<file path="src/ucd_pkg.sv">
// Shared constants and types for the charger detection sequencer ends.
package ucd_pkg;
    localparam logic [5:0] FUNC_CTRL_ADDR    = 6'h04;
    localparam logic [5:0] IO_PWR_ADDR       = 6'h39;
    localparam logic [5:0] IO_PWR_SET_ADDR   = 6'h3a;
    localparam logic [5:0] IO_PWR_CLR_ADDR   = 6'h3b;
    localparam logic [5:0] RID_CONV_ADDR     = 6'h36;
    localparam logic [5:0] DEBUG_ADDR        = 6'h15;
    localparam logic [5:0] IRQ_STATUS_ADDR   = 6'h13;
    localparam logic [7:0] FUNC_CTRL_CHG     = 8'h49;
    localparam logic [7:0] FUNC_CTRL_RST     = 8'h41;
    localparam logic [7:0] IO_PWR_RST        = 8'h04;
    localparam int         PU_DP_BIT         = 4;
    localparam int         PU_DM_BIT         = 5;
    localparam int         RID_DONE_BIT      = 3;
    localparam int         RID_GO_BIT        = 4;
    localparam int         IDPU_BIT          = 0;
    localparam logic [7:0] RID_GO_MASK       = 8'h10;
    localparam logic [7:0] RID_IDPU_MASK     = 8'h01;
    localparam logic [7:0] PU_DP_MASK        = 8'h10;
    localparam logic [7:0] PU_DM_MASK        = 8'h20;
    localparam int         RXCMD_SESS_BIT    = 3;
    localparam int         INT_DATA_BIT      = 3;
    localparam int         CLK_MHZ           = 200;
    localparam int         RID_CONV_US       = 282;
    localparam int         RID_CONV_CYCLES   = RID_CONV_US * CLK_MHZ;
    localparam logic [2:0] RID_ZERO          = 3'h0;
    localparam logic [2:0] RID_75            = 3'h1;
    localparam logic [2:0] RID_100K          = 3'h2;
    localparam logic [2:0] RID_200K          = 3'h3;
    localparam logic [2:0] RID_440K          = 3'h4;
    localparam logic [2:0] RID_FLOAT         = 3'h5;
    localparam logic [2:0] RID_ERROR         = 3'h7;
    localparam logic [1:0] LS_SE0            = 2'h0;
    localparam logic [1:0] LS_SE1            = 2'h3;
    typedef enum logic [1:0] {
        UCD_NONE  = 2'b00,
        UCD_CHGR  = 2'b01,
        UCD_HOST  = 2'b10,
        UCD_UNDET = 2'b11
    } ucd_result_t;
endpackage
</file>
<file path="src/ucd_if.sv">
// Register-access link between the PHY-side detector and the link controller.
`timescale 1ns/1ps
`default_nettype none
interface ucd_if;
    logic       sync_mode;
    logic [7:0] rxcmd;
    logic [7:0] async_data;
    logic       wr_req;
    logic       rd_req;
    logic [5:0] addr;
    logic [7:0] wdata;
    logic       ack;
    logic [7:0] rdata;
    logic       wake_req;
    modport phy (
        output sync_mode,
        output rxcmd,
        output async_data,
        input  wr_req,
        input  rd_req,
        input  addr,
        input  wdata,
        output ack,
        output rdata,
        input  wake_req
    );
    modport link (
        input  sync_mode,
        input  rxcmd,
        input  async_data,
        output wr_req,
        output rd_req,
        output addr,
        output wdata,
        input  ack,
        input  rdata,
        output wake_req
    );
endinterface
`default_nettype wire

</file>
<file path="src/ucd_phy.sv">
// PHY end: charger pull-ups, ID resistance converter and line-state reporting.
`timescale 1ns/1ps
`default_nettype none
module ucd_phy #(
    parameter int CONV_CYCLES = ucd_pkg::RID_CONV_CYCLES
) (
    input  wire logic clk_sys,
    input  wire logic srst,
    ucd_if.phy        lnk,
    input  wire logic vbus_session,
    input  wire logic line_state_bit0,
    input  wire logic line_state_bit1,
    input  wire logic id_grounded_flag,
    input  wire logic [2:0] id_resistance_meas,
    input  wire logic low_power_req,
    output logic      charger_pullup_plus_line,
    output logic      charger_pullup_minus_line,
    output logic      id_pullup_enable,
    output logic      fs_nondriving
);
    logic [7:0]  func_ff, nxt_func;
    logic [7:0]  iop_ff, nxt_iop;
    logic        go_ff, nxt_go, done_ff, nxt_done, idpu_ff, nxt_idpu;
    logic [2:0]  code_ff, nxt_code;
    logic [31:0] cnt_ff, nxt_cnt;
    logic        lp_ff, nxt_lp, irq_ff, nxt_irq, sess_q_ff;
    logic        ack_ff, nxt_ack;
    logic [7:0]  rdat_ff, nxt_rdat, rx_ff, nxt_rx, as_ff, nxt_as;
    logic        wr, rd;

    assign wr = lnk.wr_req && !ack_ff;
    assign rd = lnk.rd_req && !ack_ff;

    always_comb begin
        nxt_func = func_ff;
        nxt_iop  = iop_ff;
        nxt_go   = go_ff;
        nxt_done = done_ff;
        nxt_idpu = idpu_ff;
        nxt_code = code_ff;
        nxt_cnt  = cnt_ff;
        nxt_lp   = lp_ff;
        nxt_irq  = irq_ff;
        nxt_ack  = wr || rd;
        nxt_rdat = rdat_ff;
        if (low_power_req) begin
            nxt_lp = 1'b1;
        end else if (lnk.wake_req) begin
            nxt_lp = 1'b0;
        end
        // Go auto-clears; a start written in the same cycle wins.
        if (go_ff && cnt_ff == 32'(CONV_CYCLES - 1)) begin
            nxt_go = 1'b0;
        end
        if (wr) begin
            if (lnk.addr == ucd_pkg::FUNC_CTRL_ADDR) begin
                nxt_func = lnk.wdata;
            end else if (lnk.addr == ucd_pkg::IO_PWR_ADDR) begin
                nxt_iop = lnk.wdata;
            end else if (lnk.addr == ucd_pkg::IO_PWR_SET_ADDR) begin
                nxt_iop = iop_ff | lnk.wdata;
            end else if (lnk.addr == ucd_pkg::IO_PWR_CLR_ADDR) begin
                nxt_iop = iop_ff & ~lnk.wdata;
            end else if (lnk.addr == ucd_pkg::RID_CONV_ADDR) begin
                nxt_idpu = lnk.wdata[ucd_pkg::IDPU_BIT];
                if (lnk.wdata[ucd_pkg::RID_GO_BIT]) begin
                    nxt_go = 1'b1;
                end
            end else if (lnk.addr == (ucd_pkg::RID_CONV_ADDR + 6'h01)) begin
                nxt_idpu = idpu_ff | lnk.wdata[ucd_pkg::IDPU_BIT];
                if (lnk.wdata[ucd_pkg::RID_GO_BIT]) begin
                    nxt_go = 1'b1;
                end
            end
        end
        if (rd) begin
            if (lnk.addr == ucd_pkg::FUNC_CTRL_ADDR) begin
                nxt_rdat = func_ff;
            end else if (lnk.addr >= ucd_pkg::IO_PWR_ADDR &&
                         lnk.addr <= ucd_pkg::IO_PWR_CLR_ADDR) begin
                nxt_rdat = iop_ff;
            end else if (lnk.addr == ucd_pkg::RID_CONV_ADDR) begin
                nxt_rdat = {3'h0, go_ff, done_ff, code_ff};
                nxt_done = 1'b0;
            end else if (lnk.addr == ucd_pkg::DEBUG_ADDR) begin
                nxt_rdat = {6'h00, line_state_bit1, line_state_bit0};
            end else if (lnk.addr == ucd_pkg::IRQ_STATUS_ADDR) begin
                nxt_rdat = {4'h0, irq_ff, 1'b0, id_grounded_flag, vbus_session};
                nxt_irq  = 1'b0;
            end else begin
                nxt_rdat = 8'h00;
            end
        end
        if (go_ff) begin
            if (cnt_ff == 32'(CONV_CYCLES - 1)) begin
                nxt_cnt  = 32'h0;
                nxt_done = 1'b1;
                nxt_code = id_resistance_meas;
            end else begin
                nxt_cnt = cnt_ff + 32'h1;
            end
        end
        if (vbus_session != sess_q_ff) begin
            nxt_irq = 1'b1;
        end
        nxt_rx = {4'h0, vbus_session, 1'b0, line_state_bit1, line_state_bit0};
        nxt_as = 8'h00;
        nxt_as[ucd_pkg::INT_DATA_BIT] = irq_ff;
        // Line state on bits zero, one.
        nxt_as[1:0] = {line_state_bit1, line_state_bit0};
    end

    always_ff @(posedge clk_sys) begin
        if (srst) begin
            func_ff   <= ucd_pkg::FUNC_CTRL_RST;
            iop_ff    <= ucd_pkg::IO_PWR_RST;
            go_ff     <= 1'b0;
            done_ff   <= 1'b0;
            idpu_ff   <= 1'b0;
            code_ff   <= ucd_pkg::RID_ZERO;
            cnt_ff    <= 32'h0;
            lp_ff     <= 1'b0;
            irq_ff    <= 1'b0;
            // Sampling the pin in reset avoids a false interrupt after release.
            sess_q_ff <= vbus_session;
            ack_ff    <= 1'b0;
            rdat_ff   <= 8'h00;
            rx_ff     <= 8'h00;
            as_ff     <= 8'h00;
            charger_pullup_plus_line  <= 1'b0;
            charger_pullup_minus_line <= 1'b0;
            id_pullup_enable          <= 1'b0;
            fs_nondriving             <= 1'b0;
        end else begin
            func_ff   <= nxt_func;
            iop_ff    <= nxt_iop;
            go_ff     <= nxt_go;
            done_ff   <= nxt_done;
            idpu_ff   <= nxt_idpu;
            code_ff   <= nxt_code;
            cnt_ff    <= nxt_cnt;
            lp_ff     <= nxt_lp;
            irq_ff    <= nxt_irq;
            sess_q_ff <= vbus_session;
            ack_ff    <= nxt_ack;
            rdat_ff   <= nxt_rdat;
            rx_ff     <= nxt_rx;
            as_ff     <= nxt_as;
            charger_pullup_plus_line  <= nxt_iop[ucd_pkg::PU_DP_BIT];
            charger_pullup_minus_line <= nxt_iop[ucd_pkg::PU_DM_BIT];
            id_pullup_enable          <= nxt_idpu;
            fs_nondriving <= (nxt_func == ucd_pkg::FUNC_CTRL_CHG);
        end
    end

    assign lnk.sync_mode  = !lp_ff;
    assign lnk.rxcmd      = rx_ff;
    assign lnk.async_data = as_ff;
    assign lnk.ack        = ack_ff;
    assign lnk.rdata      = rdat_ff;
endmodule
`default_nettype wire

</file>
<file path="src/flat_wrapper.sv">
// flat-port wrapper written by rule: the top's interface ports become plain ports
module ucd_phy_flat 
#(
    parameter int CONV_CYCLES = ucd_pkg::RID_CONV_CYCLES
)
  (clk_sys, srst, vbus_session, line_state_bit0, line_state_bit1, id_grounded_flag, id_resistance_meas, low_power_req, charger_pullup_plus_line, charger_pullup_minus_line, id_pullup_enable, fs_nondriving, lnk_sync_mode, lnk_rxcmd, lnk_async_data, lnk_wr_req, lnk_rd_req, lnk_addr, lnk_wdata, lnk_ack, lnk_rdata, lnk_wake_req);
  ucd_if lnk_i ();
  input  wire logic clk_sys;
  input  wire logic srst;
  input  wire logic vbus_session;
  input  wire logic line_state_bit0;
  input  wire logic line_state_bit1;
  input  wire logic id_grounded_flag;
  input  wire logic [2:0] id_resistance_meas;
  input  wire logic low_power_req;
  output logic charger_pullup_plus_line;
  output logic charger_pullup_minus_line;
  output logic id_pullup_enable;
  output logic fs_nondriving;
  output wire logic [$bits(lnk_i.sync_mode)-1:0] lnk_sync_mode;
  output wire logic [$bits(lnk_i.rxcmd)-1:0] lnk_rxcmd;
  output wire logic [$bits(lnk_i.async_data)-1:0] lnk_async_data;
  input wire logic [$bits(lnk_i.wr_req)-1:0] lnk_wr_req;
  input wire logic [$bits(lnk_i.rd_req)-1:0] lnk_rd_req;
  input wire logic [$bits(lnk_i.addr)-1:0] lnk_addr;
  input wire logic [$bits(lnk_i.wdata)-1:0] lnk_wdata;
  output wire logic [$bits(lnk_i.ack)-1:0] lnk_ack;
  output wire logic [$bits(lnk_i.rdata)-1:0] lnk_rdata;
  input wire logic [$bits(lnk_i.wake_req)-1:0] lnk_wake_req;
  assign lnk_sync_mode = lnk_i.sync_mode;
  assign lnk_rxcmd = lnk_i.rxcmd;
  assign lnk_async_data = lnk_i.async_data;
  assign lnk_i.wr_req = lnk_wr_req;
  assign lnk_i.rd_req = lnk_rd_req;
  assign lnk_i.addr = lnk_addr;
  assign lnk_i.wdata = lnk_wdata;
  assign lnk_ack = lnk_i.ack;
  assign lnk_rdata = lnk_i.rdata;
  assign lnk_i.wake_req = lnk_wake_req;
  ucd_phy #(.CONV_CYCLES(CONV_CYCLES)) u_core (.clk_sys(clk_sys), .srst(srst), .lnk(lnk_i), .vbus_session(vbus_session), .line_state_bit0(line_state_bit0), .line_state_bit1(line_state_bit1), .id_grounded_flag(id_grounded_flag), .id_resistance_meas(id_resistance_meas), .low_power_req(low_power_req), .charger_pullup_plus_line(charger_pullup_plus_line), .charger_pullup_minus_line(charger_pullup_minus_line), .id_pullup_enable(id_pullup_enable), .fs_nondriving(fs_nondriving));
endmodule
</file>
<file path="config.mk">
export PLATFORM = sky130hd
export DESIGN_NAME = ucd_phy_flat
export DESIGN_NICKNAME = d
export VERILOG_FILES = /design/src/ucd_pkg.sv /design/src/ucd_if.sv /design/src/ucd_phy.sv /design/src/flat_wrapper.sv
export SDC_FILE = /design/constraint.sdc
export NUM_CORES = 1
export LEC_CHECK = 0
export BUFFER_PORTS_ARGS = -buffer_cell sky130_fd_sc_hd__buf_2
export CORE_UTILIZATION = 62
export CTS_BUF_LIST = sky130_fd_sc_hd__clkbuf_8
export CTS_CLUSTER_SIZE = 14
export DETAILED_ROUTE_END_ITERATION = 10
export GPL_TIMING_DRIVEN = 0
export PLACE_DENSITY = 0.93
export SLEW_MARGIN = 0
export SYNTH_ARGS = -nofsm -noshare
export SYNTH_HDL_FRONTEND = slang
export SYNTH_SLANG_ARGS = --single-unit
export TNS_END_PERCENT = 5
</file>
<file path="constraint.sdc">
create_clock -name clk_sys -period 4.25 [get_ports clk_sys]
set_input_delay 0.85 -clock clk_sys [delete_from_list [all_inputs] [get_ports clk_sys]]
set_output_delay 0.85 -clock clk_sys [all_outputs]
set_load 0.02 [all_outputs]
</file>
* Yosys cells after proc, flatten, opt, wreduce, memory -nomap -nowiden
Index checks and enable logic that the tools add are counted.
** Storage, ports and cells
- Input bits :: 27
- Memories kept :: 0
- Memory bits (read-only) :: 0
- Bits in latches :: 0
- Flip-flop bits (word level) :: 85
- Memory bits (writable) :: 0
** Operators by class
- Muxes and demuxes :: 39
- Add/sub/neg operators :: 1
- Order comparisons :: 2
- Multiply operators :: 0
- Bitwise gates (word level) :: 8
- Divide/modulo/power cells :: 0
- Equality and inequality tests :: 15
- Reductions and logical operators :: 16
- Shift-type cells :: 0
** Operator list (count)
- $mux 8 :: 9
- $add 32x1->32 const B :: 1
- $eq 32x16->1 const B :: 1
- $mux 32 :: 1
- $eq 6x6->1 const B :: 5
- $mux 1 :: 26
- $eq 6x5->1 const B :: 2
- $mux 6 :: 2
- $reduce_and 6->1 :: 2
- $and 8x8->8 :: 1
- $eq 8x7->1 const B :: 1
- $ne 2x2->1 const B :: 4
- $not 8->8 :: 1
- $or 8x8->8 :: 1
- $reduce_bool 2->1 :: 4
- $eq 6x3->1 const B :: 1
- $ge 6x6->1 const B :: 1
- $le 6x6->1 const B :: 1
- $logic_and 1x1->1 :: 4
- $mux 4 :: 1
- $not 1->1 :: 4
- $reduce_and 3->1 :: 1
- $reduce_bool 3->1 :: 1
- $logic_not 1->1 :: 2
- 4 further kinds :: 4

* Depth between registers and ports, before layout
Gate-level depths: netlist (run 1).
- Depth in word-level cells :: 11
- Mapped depth :: 8
- Depth with buffers taken out :: 6

* Worst setup path after synthesis (run 1)
No wires, ideal clock.
- Path kind :: input to register
- From :: input lnk_addr[0]
- To :: register u_core.func_ff[0]
- Arrival :: 2.138 ns
- Buffers on the path :: 1
- Setup slack :: 1.992 ns
- Stages on the path :: 5
- Setup time :: 0.120 ns
- Data required time :: 4.130 ns
- Cell sequence :: or3b_4 nor4_2 nand2b_1 buf_4 a211o_1
** Between the ends
- Cells in the longest elaborated chain, start to end :: 3
** RTL lines
- from (decl) :: line flat_wrapper.sv:25 : input wire logic [$bits(lnk_i.addr)-1:0] lnk_addr;
- $eq 6x3->1 :: line ucd_phy.sv:56 : if (lnk.addr == ucd_pkg::FUNC_CTRL_ADDR) begin
- $mux 8 :: line ucd_phy.sv:56
- $mux 8 :: line ucd_phy.sv:55 : if (wr) begin
- to (signal assigned) :: line ucd_phy.sv:115 : func_ff <= ucd_pkg::FUNC_CTRL_RST;
- to (signal assigned) :: line ucd_phy.sv:135 : func_ff <= nxt_func;
- to (decl) :: line ucd_phy.sv:21 : logic [7:0] func_ff, nxt_func;
Every way passes these cells.
A chain may end at the register's enable or synchronous reset.

* Final worst setup path (run 1)
- From :: input lnk_addr[2]
- To :: register u_core.iop_ff[2]
** Between the ends
- Cells in the longest elaborated chain, start to end :: 3
- Elaborated cells on any way between the ends :: 9
** RTL lines
- $eq 6x6->1 (tied with other cells) :: line ucd_phy.sv:62 : end else if (lnk.addr == ucd_pkg::IO_PWR_CLR_ADDR) begin
- $reduce_bool 3->1 (no line) (tied with other cells)
- $reduce_and 3->1 (no line) / $mux 8 (equally long branches)
- to (signal assigned) :: line ucd_phy.sv:116 : iop_ff <= ucd_pkg::IO_PWR_RST;
- to (signal assigned) :: line ucd_phy.sv:136 : iop_ff <= nxt_iop;
- to (decl) :: line ucd_phy.sv:22 : logic [7:0] iop_ff, nxt_iop;
Parallel ways exist; a longest one is shown, timed or not.

==> summary.txt, run 1 <==
Setup path
  • WP data required: 4480 ps
  • CP peak stage delay: 780 ps
  • R2r worst-path depth: 8
  • Crit path to: u_core.iop_ff[2]
  • Reg-to-reg slack, setup: 2110 ps
  • Worst path slowest cell: nor3_1
  • Crit path launch type: input port
  • Crit. Startpoint: lnk_addr[2]
  • Worst R2R Start: u_core.cnt_ff[0]
  • CP arrival: 2580 ps
  • Worst reg2reg endpoint: u_core.cnt_ff[2]
  • Setup crit end kind: register
  • Critical path class: in2reg
  • Crit path max fanout: 9
  • CP Cell Sequence: buf_2, nand4b_1, nor3_1, o21ai_0, a221o_1

Clock network
  • Post-CTS Setup Repair Bufs: 0
  • Worst-Skew Late Latency: 340 ps
  • H-tree depth: 3
  • Cts hold-fix bufs: 0
  • Reg clk slew, reported paths: 70 ps
  • CTS tree: yes
  • Clock sinks: 71
  • Post-CTS resize count: 0
  • Clock Path Buffers: 2
  • Root buffer cell: clkbuf_8
  • TritonCTS Buffers: 9

Synth
  • Largest family of logic cells by synthesized area: simple AND/OR/NAND/NOR gates
  • Asr flop ratio synth: 0
  • Post-synthesis cell type count: 45
  • Synth Area in Simple Gates: 0.290
  • Mapped Area: 0.00325 mm²
  • Post-synthesis mux area share: 0.0216
  • Post-Syn Instances: 368
  • Seq/Total Area, Yosys: 0.437
  • Compound-Gate Fraction of Synth Area: 0.102
  • Syn. warnings: 0
  • EDFF count, synth: 0
  • Post-Synth Adder-Cell Area: 0.00385
  • Syn Area/Cell: 8.83 µm²
  • Primary FF master, synth: dfxtp_1
  • Flops & latches, synth: 71
  • Xor/xnor share of the synthesized area: 0.0863

Placement
  • Inst Count DP: 490
  • # port buffers: 46
  • Global placement routability congestion: 0.882
  • Dpl hpwl: 5220 µm

Finish
  • Layout overhead on the synthesized area: 17.1%
  • Core Util, Final: 0.780
  • Reg area: 0.00142 mm²
  • Final std cells w/o fill: 506
  • Antenna Cells: 0
  • Most common cell after layout, fill and taps aside: dfxtp_1
  • Layout cell share with drive strength beyond 1: 0.205
  • Layout Nets: 462
  • Commonest non-fill, non-tap cells in the layout: 71 x dfxtp_1, 65 x nor2_1, 52 x buf_2
  • Fill count: 327
  • Multi-input combinational cell area: 0.00167 mm²

Power and ir drop
  • VDD IR max: 255 µV
  • Leakage: 1.57 nW
  • Overall power: 1.35 mW
  • Power Density: 354 mW/mm²

Timing
  • Final min period: 2360 ps
  • Relative slew slack: 0.381
  • Fin Setup TNS: 0 ps
  • Slew Limit Fails: 0
  • Clock Skews: 6.76 ps
  • RSZ-0062 raised after global routing: false
  • Final Hold Fails: 0
  • Max frequency: 424 MHz
  • Slew @ Worst Pin: 922 ps
  • Tcrit/Tclk final: 0.554
  • Final setup viols: 0

Drt
  • Total wire length: 7720 µm
  • Avg WL per Cell: 15.3 µm
  • Vias per std cell: 5.96
  • Antenna Nets Post-Route: 0
  • Detailed router's first-iteration violation count: 367
  • TritonRoute pass-1 iters: 5
  • Total number of vias: 3016
  • DRC Markers: 0

Floorplan
  • Die area: 0.00553 mm²
  • Core Rows: 25
  • Initial core utilization: 0.666
  • Chip Width: 74.4 µm
  • Core Box Area: 0.00488 mm²
  • I/O pin total: 57
  • DIE HEIGHT: 74.4 µm

Global route
  • Vias in the first global route: 2845
  • Largest net degree at the start of global routing: 12
  • All-layer global routing usage: 0.304
  • Initial antenna violation count: 0
  • First-pass GRT wire length: 12700 µm
  • Overflow after GRT: 0

Flow run
  • Max cap viols: 0

Run status
  • Status: complete, no violations

Worst hold path
  • Hold Crit Class: reg2reg
registers in the layout, summed over array words and instances (netlist names):
name                   flops
u_core.lnk.async_data      3
u_core.idpu_ff             1
u_core.lnk.rdata           8
u_core.lp_ff               1
u_core.done_ff             1
u_core.func_ff             8
u_core.sess_q_ff           1
u_core.go_ff               1
u_core.iop_ff              8
u_core.lnk.ack             1
u_core.fs_nondriving       1
u_core.lnk.rxcmd           1
u_core.code_ff             3
u_core.irq_ff              1
u_core.cnt_ff             32
power breakdown:
part           switching (mW)  internal, mW
combinational          0.0665        0.0396
sequential            0.00520         0.674
clock                   0.246         0.315
total                   0.318          1.03
logic make-up after synthesis:
family | after synthesis
simple gates | 173
compound gates | 50
fa+ha+maj | 1
xor+xnor | 32
mux | 7
buf+inv | 33
other cells | 1
flops | 71
metrics by stage:
| step | setup slack (ps) | hold WS, ps | instance area, µm² |
|---|---|---|---|
| final | 1890 | 459 | 3810 |
| after global routing | 1830 | 476 | 3810 |
| after CTS | 1970 | 460 | 3810 |
| after detailed placement | 1630 | 451 | 3600 |
| after global placement | 1690 | 440 | 3600 |
| after floorplan | 1990 | 449 | 3280 |
worst min-delay path by stage:
stage / startpoint / to / slack (ps) / cells after the start
5_1_grt: u_core.lnk.rdata[1] / u_core.lnk.rdata[1] / 480 / 2
3_3_place_gp: u_core.lnk.rdata[0] / u_core.lnk.rdata[0] / 440 / 2
4_1_cts: u_core.lnk.rdata[1] / u_core.lnk.rdata[1] / 460 / 2
3_5_place_dp: u_core.lnk.rdata[1] / u_core.lnk.rdata[1] / 450 / 2
6_report: u_core.lnk.rdata[3] / u_core.lnk.rdata[3] / 460 / 2
2_1_floorplan: u_core.done_ff / u_core.done_ff / 450 / 2
synth_stat cells, types with 2 or more instances:
cell type / number / area, µm²
nand3b_1: 3 / 22.5
nor2b_1: 5 / 31.3
dfxtp_1: 71 / 1420
o21ai_1: 3 / 15.0
nor2_1: 65 / 244
nor3_1: 10 / 50.1
buf_2: 6 / 30.0
nor4_2: 3 / 37.5
a21oi_1: 10 / 50.1
xnor2_1: 9 / 78.8
a31o_1: 2 / 17.5
nand2_1: 16 / 60.1
inv_1: 7 / 26.3
nand3_1: 17 / 85.1
and2_1: 2 / 12.5
o21ai_0: 11 / 55.1
clkbuf_1: 6 / 22.5
and4_1: 3 / 26.3
or2b_1: 2 / 15.0
a211o_1: 2 / 17.5
a22oi_1: 13 / 97.6
nand4_1: 14 / 87.6
and3_1: 4 / 25.0
nand2b_1: 8 / 50.1
nor4_4: 2 / 42.5
xor2_1: 23 / 201
nor4_1: 10 / 62.6
buf_4: 13 / 97.6
mux2i_1: 7 / 70.1
nor4b_1: 2 / 17.5
a221oi_1: 5 / 43.8
per-layer routing:
metal | GRT usage | vias up | wire length [µm] | part of all wire
li1 | - | 1410 | - | -
met1 | 0.361 | 1429 | 3180 | 0.41
met2 | 0.516 | 150 | 3840 | 0.50
met3 | 0.0650 | 27 | 514 | 0.067
met4 | 0.161 | 0 | 186 | 0.024
met5 | 0 | - | 0 | 0
critical path: cells and delay by family:
family / cells / cell delay (ps)
compound gates: 2 / 620
buf+inv: 1 / 110
simple gates: 2 / 990
cell type report:
cell class,instances,area share
multi-input combinational,273,0.440
clock inverter,4,0.0115
inverter,7,0.00690
tap,67,0.0220
sequential,71,0.373
buffer,26,0.0424
timing repair buffer,46,0.0605
clock buffer,12,0.0434
Note: power is estimated with default switching activity, not from simulation.
==> inputs of run 2 (changes only) <==
--- a/config.mk
+++ b/config.mk
@@ -6,12 +6,12 @@
 export NUM_CORES = 1
 export LEC_CHECK = 0
 export BUFFER_PORTS_ARGS = -buffer_cell sky130_fd_sc_hd__buf_2
-export CORE_UTILIZATION = 62
+export CORE_UTILIZATION = 58
 export CTS_BUF_LIST = sky130_fd_sc_hd__clkbuf_8
 export CTS_CLUSTER_SIZE = 14
 export DETAILED_ROUTE_END_ITERATION = 10
 export GPL_TIMING_DRIVEN = 0
-export PLACE_DENSITY = 0.93
+export PLACE_DENSITY = 0.88
 export SLEW_MARGIN = 0
 export SYNTH_ARGS = -nofsm -noshare
 export SYNTH_HDL_FRONTEND = slang
==> constraint.sdc (replaced) <==
create_clock -name clk_sys -period 2.2 [get_ports clk_sys]
set_input_delay 0.44 -clock clk_sys [delete_from_list [all_inputs] [get_ports clk_sys]]
set_output_delay 0.44 -clock clk_sys [all_outputs]
set_load 0.02 [all_outputs]
==> summary.txt, run 2 (synthesized netlist as in run 1, its figures left out) <==
Floorplan
  • Core Box Area: 0.00524 mm²
  • Chip Width: 76.9 µm
  • Die area: 0.00591 mm²
  • Core Rows: 26
  • DIE HEIGHT: 76.9 µm
  • I/O pin total: 57
  • Initial core utilization: 0.620

Global route
  • Vias in the first global route: 2715
  • Largest net degree at the start of global routing: 12
  • Initial antenna violation count: 0
  • Overflow after GRT: 0
  • All-layer global routing usage: 0.273
  • First-pass GRT wire length: 12600 µm

Clock network
  • Cts hold-fix bufs: 0
  • Clock sinks: 71
  • Post-CTS resize count: 0
  • Root buffer cell: clkbuf_8
  • Clock Path Buffers: 2
  • CTS tree: yes
  • H-tree depth: 3
  • Post-CTS Setup Repair Bufs: 0
  • Worst-Skew Late Latency: 350 ps
  • TritonCTS Buffers: 9
  • Reg clk slew, reported paths: 70 ps

Timing
  • Tcrit/Tclk final: 0.929
  • Slew @ Worst Pin: 706 ps
  • Worst hold slack: 260 ps
  • Final setup viols: 0
  • Relative slew slack: 0.525
  • Max frequency: 489 MHz
  • Final min period: 2040 ps
  • Clock Skews: 9.22 ps
  • RSZ-0062 raised after global routing: true
  • Final Hold Fails: 0
  • Slew Limit Fails: 0

Run status
  • Status: complete, no violations

Setup path
  • CP top delay family: simple AND/OR/NAND/NOR gates
  • Critical path class: reg2reg
  • Crit. Startpoint: u_core.cnt_ff[0]
  • Crit path launch type: register
  • WP data required: 2440 ps
  • CP Cell Sequence: ha_1, nand4_1, nor4_2, nand4bb_1, clkbuf_1, nand2b_1, buf_2, nor2_1
  • Setup crit end kind: register
  • CP peak stage delay: 390 ps
  • Crit path buf inv count: 2
  • Worst path slowest cell: dfxtp_1
  • Worst R2R Start: u_core.cnt_ff[0]
  • Crit path max fanout: 10
  • CP arrival: 2280 ps

Finish
  • Most common cell after layout, fill and taps aside: dfxtp_1
  • Antenna Cells: 0
  • Layout cell share with drive strength beyond 1: 0.210
  • Largest register FFs: 32
  • Layout Nets: 462
  • Largest Register: u_core.cnt_ff
  • Layout overhead on the synthesized area: 17.6%
  • Final instance area: 0.00382 mm²
  • Commonest non-fill, non-tap cells in the layout: 71 x dfxtp_1, 65 x nor2_1, 52 x buf_2

Power and ir drop
  • Pint: 1.99 mW
  • Clock power frac: 0.418
  • Reg power frac: 0.503
  • Switching Power: 0.622 mW
  • Power Density: 683 mW/mm²
  • Combinational power share: 0.079
  • Switching share of power: 0.238
  • VDD IR max: 432 µV
  • Leakage: 1.57 nW

Drt
  • Detailed router's first-iteration violation count: 316
  • Vias per std cell: 5.86
  • TritonRoute pass-1 iters: 5
  • Avg WL per Cell: 15.4 µm
  • Total number of vias: 2982
  • Antenna Nets Post-Route: 0
  • DRC Markers: 0
  • Total wire length: 7840 µm

Placement
  • Global placement routability congestion: 0.850
  • Dpl hpwl: 5340 µm
  • # port buffers: 46
  • Area after DPL: 0.00360 mm²

Worst hold path
  • Hold Crit Class: in2reg
  • Hold Crit Start: vbus_session

Flow run
  • Max cap viols: 0
## run 2: changes by cell type in the layout (fill, tap and decap cells not counted)
cell    change
nor3_1      -1
nor3_2      +1
nor4_1      -1
nor4_2      +1
## run 2: worst paths after layout
check                           slack [ps]                  end  cells after the start
worst max-delay path                   160    u_core.cnt_ff[20]                      8
worst min register to register         460  u_core.lnk.rdata[3]                      2
worst max register to register         160    u_core.cnt_ff[20]                      8
worst min-delay path                   260     u_core.sess_q_ff                      1
## run 2: metrics by stage
step	utilization	setup TNS (ps)	total power, mW	std cells	worst slack [ps]
after global routing	0.730	-20.0	2.69	509	-20.0
after detailed placement	0.688	-91.0	1.54	493	-33.3
after global placement	0.688	0	1.54	493	10.0
after CTS	0.727	0	2.61	509	133
after floorplan	-	0	1.47	377	352
final	0.730	0	2.61	509	156
## run 2: cell type report
cell class	instances	area (µm²)
Tap cell	70	87.6
Clock inverter	4	43.8
Multi-Input combinational cell	273	1690
Buffer	26	161
Inverter	7	26.3
Clock buffer	12	165
Sequential cell	71	1420
Timing Repair Buffer	46	230
Fill cell	399	1420
## run 2: power by group through the flow
stage | registers [mW] | logic [mW] | clock network, mW
finish | 1.31 | 0.207 | 1.09
global route | 1.31 | 0.222 | 1.15
CTS | 1.31 | 0.203 | 1.10
detailed placement | 1.34 | 0.201 | 0
global placement | 1.34 | 0.197 | 0
floorplan | 1.36 | 0.111 | 0
## run 2: routing by layer
| metal | vias to the layer above | wire length [µm] | GRT usage |
|---|---|---|---|
| met1 | 1375 | 3360 | 0.344 |
| met2 | 174 | 3570 | 0.426 |
| met4 | 0 | 172 | 0.129 |
| met5 | - | 0 | 0 |
| met3 | 21 | 740 | 0.0786 |
| li1 | 1412 | - | - |
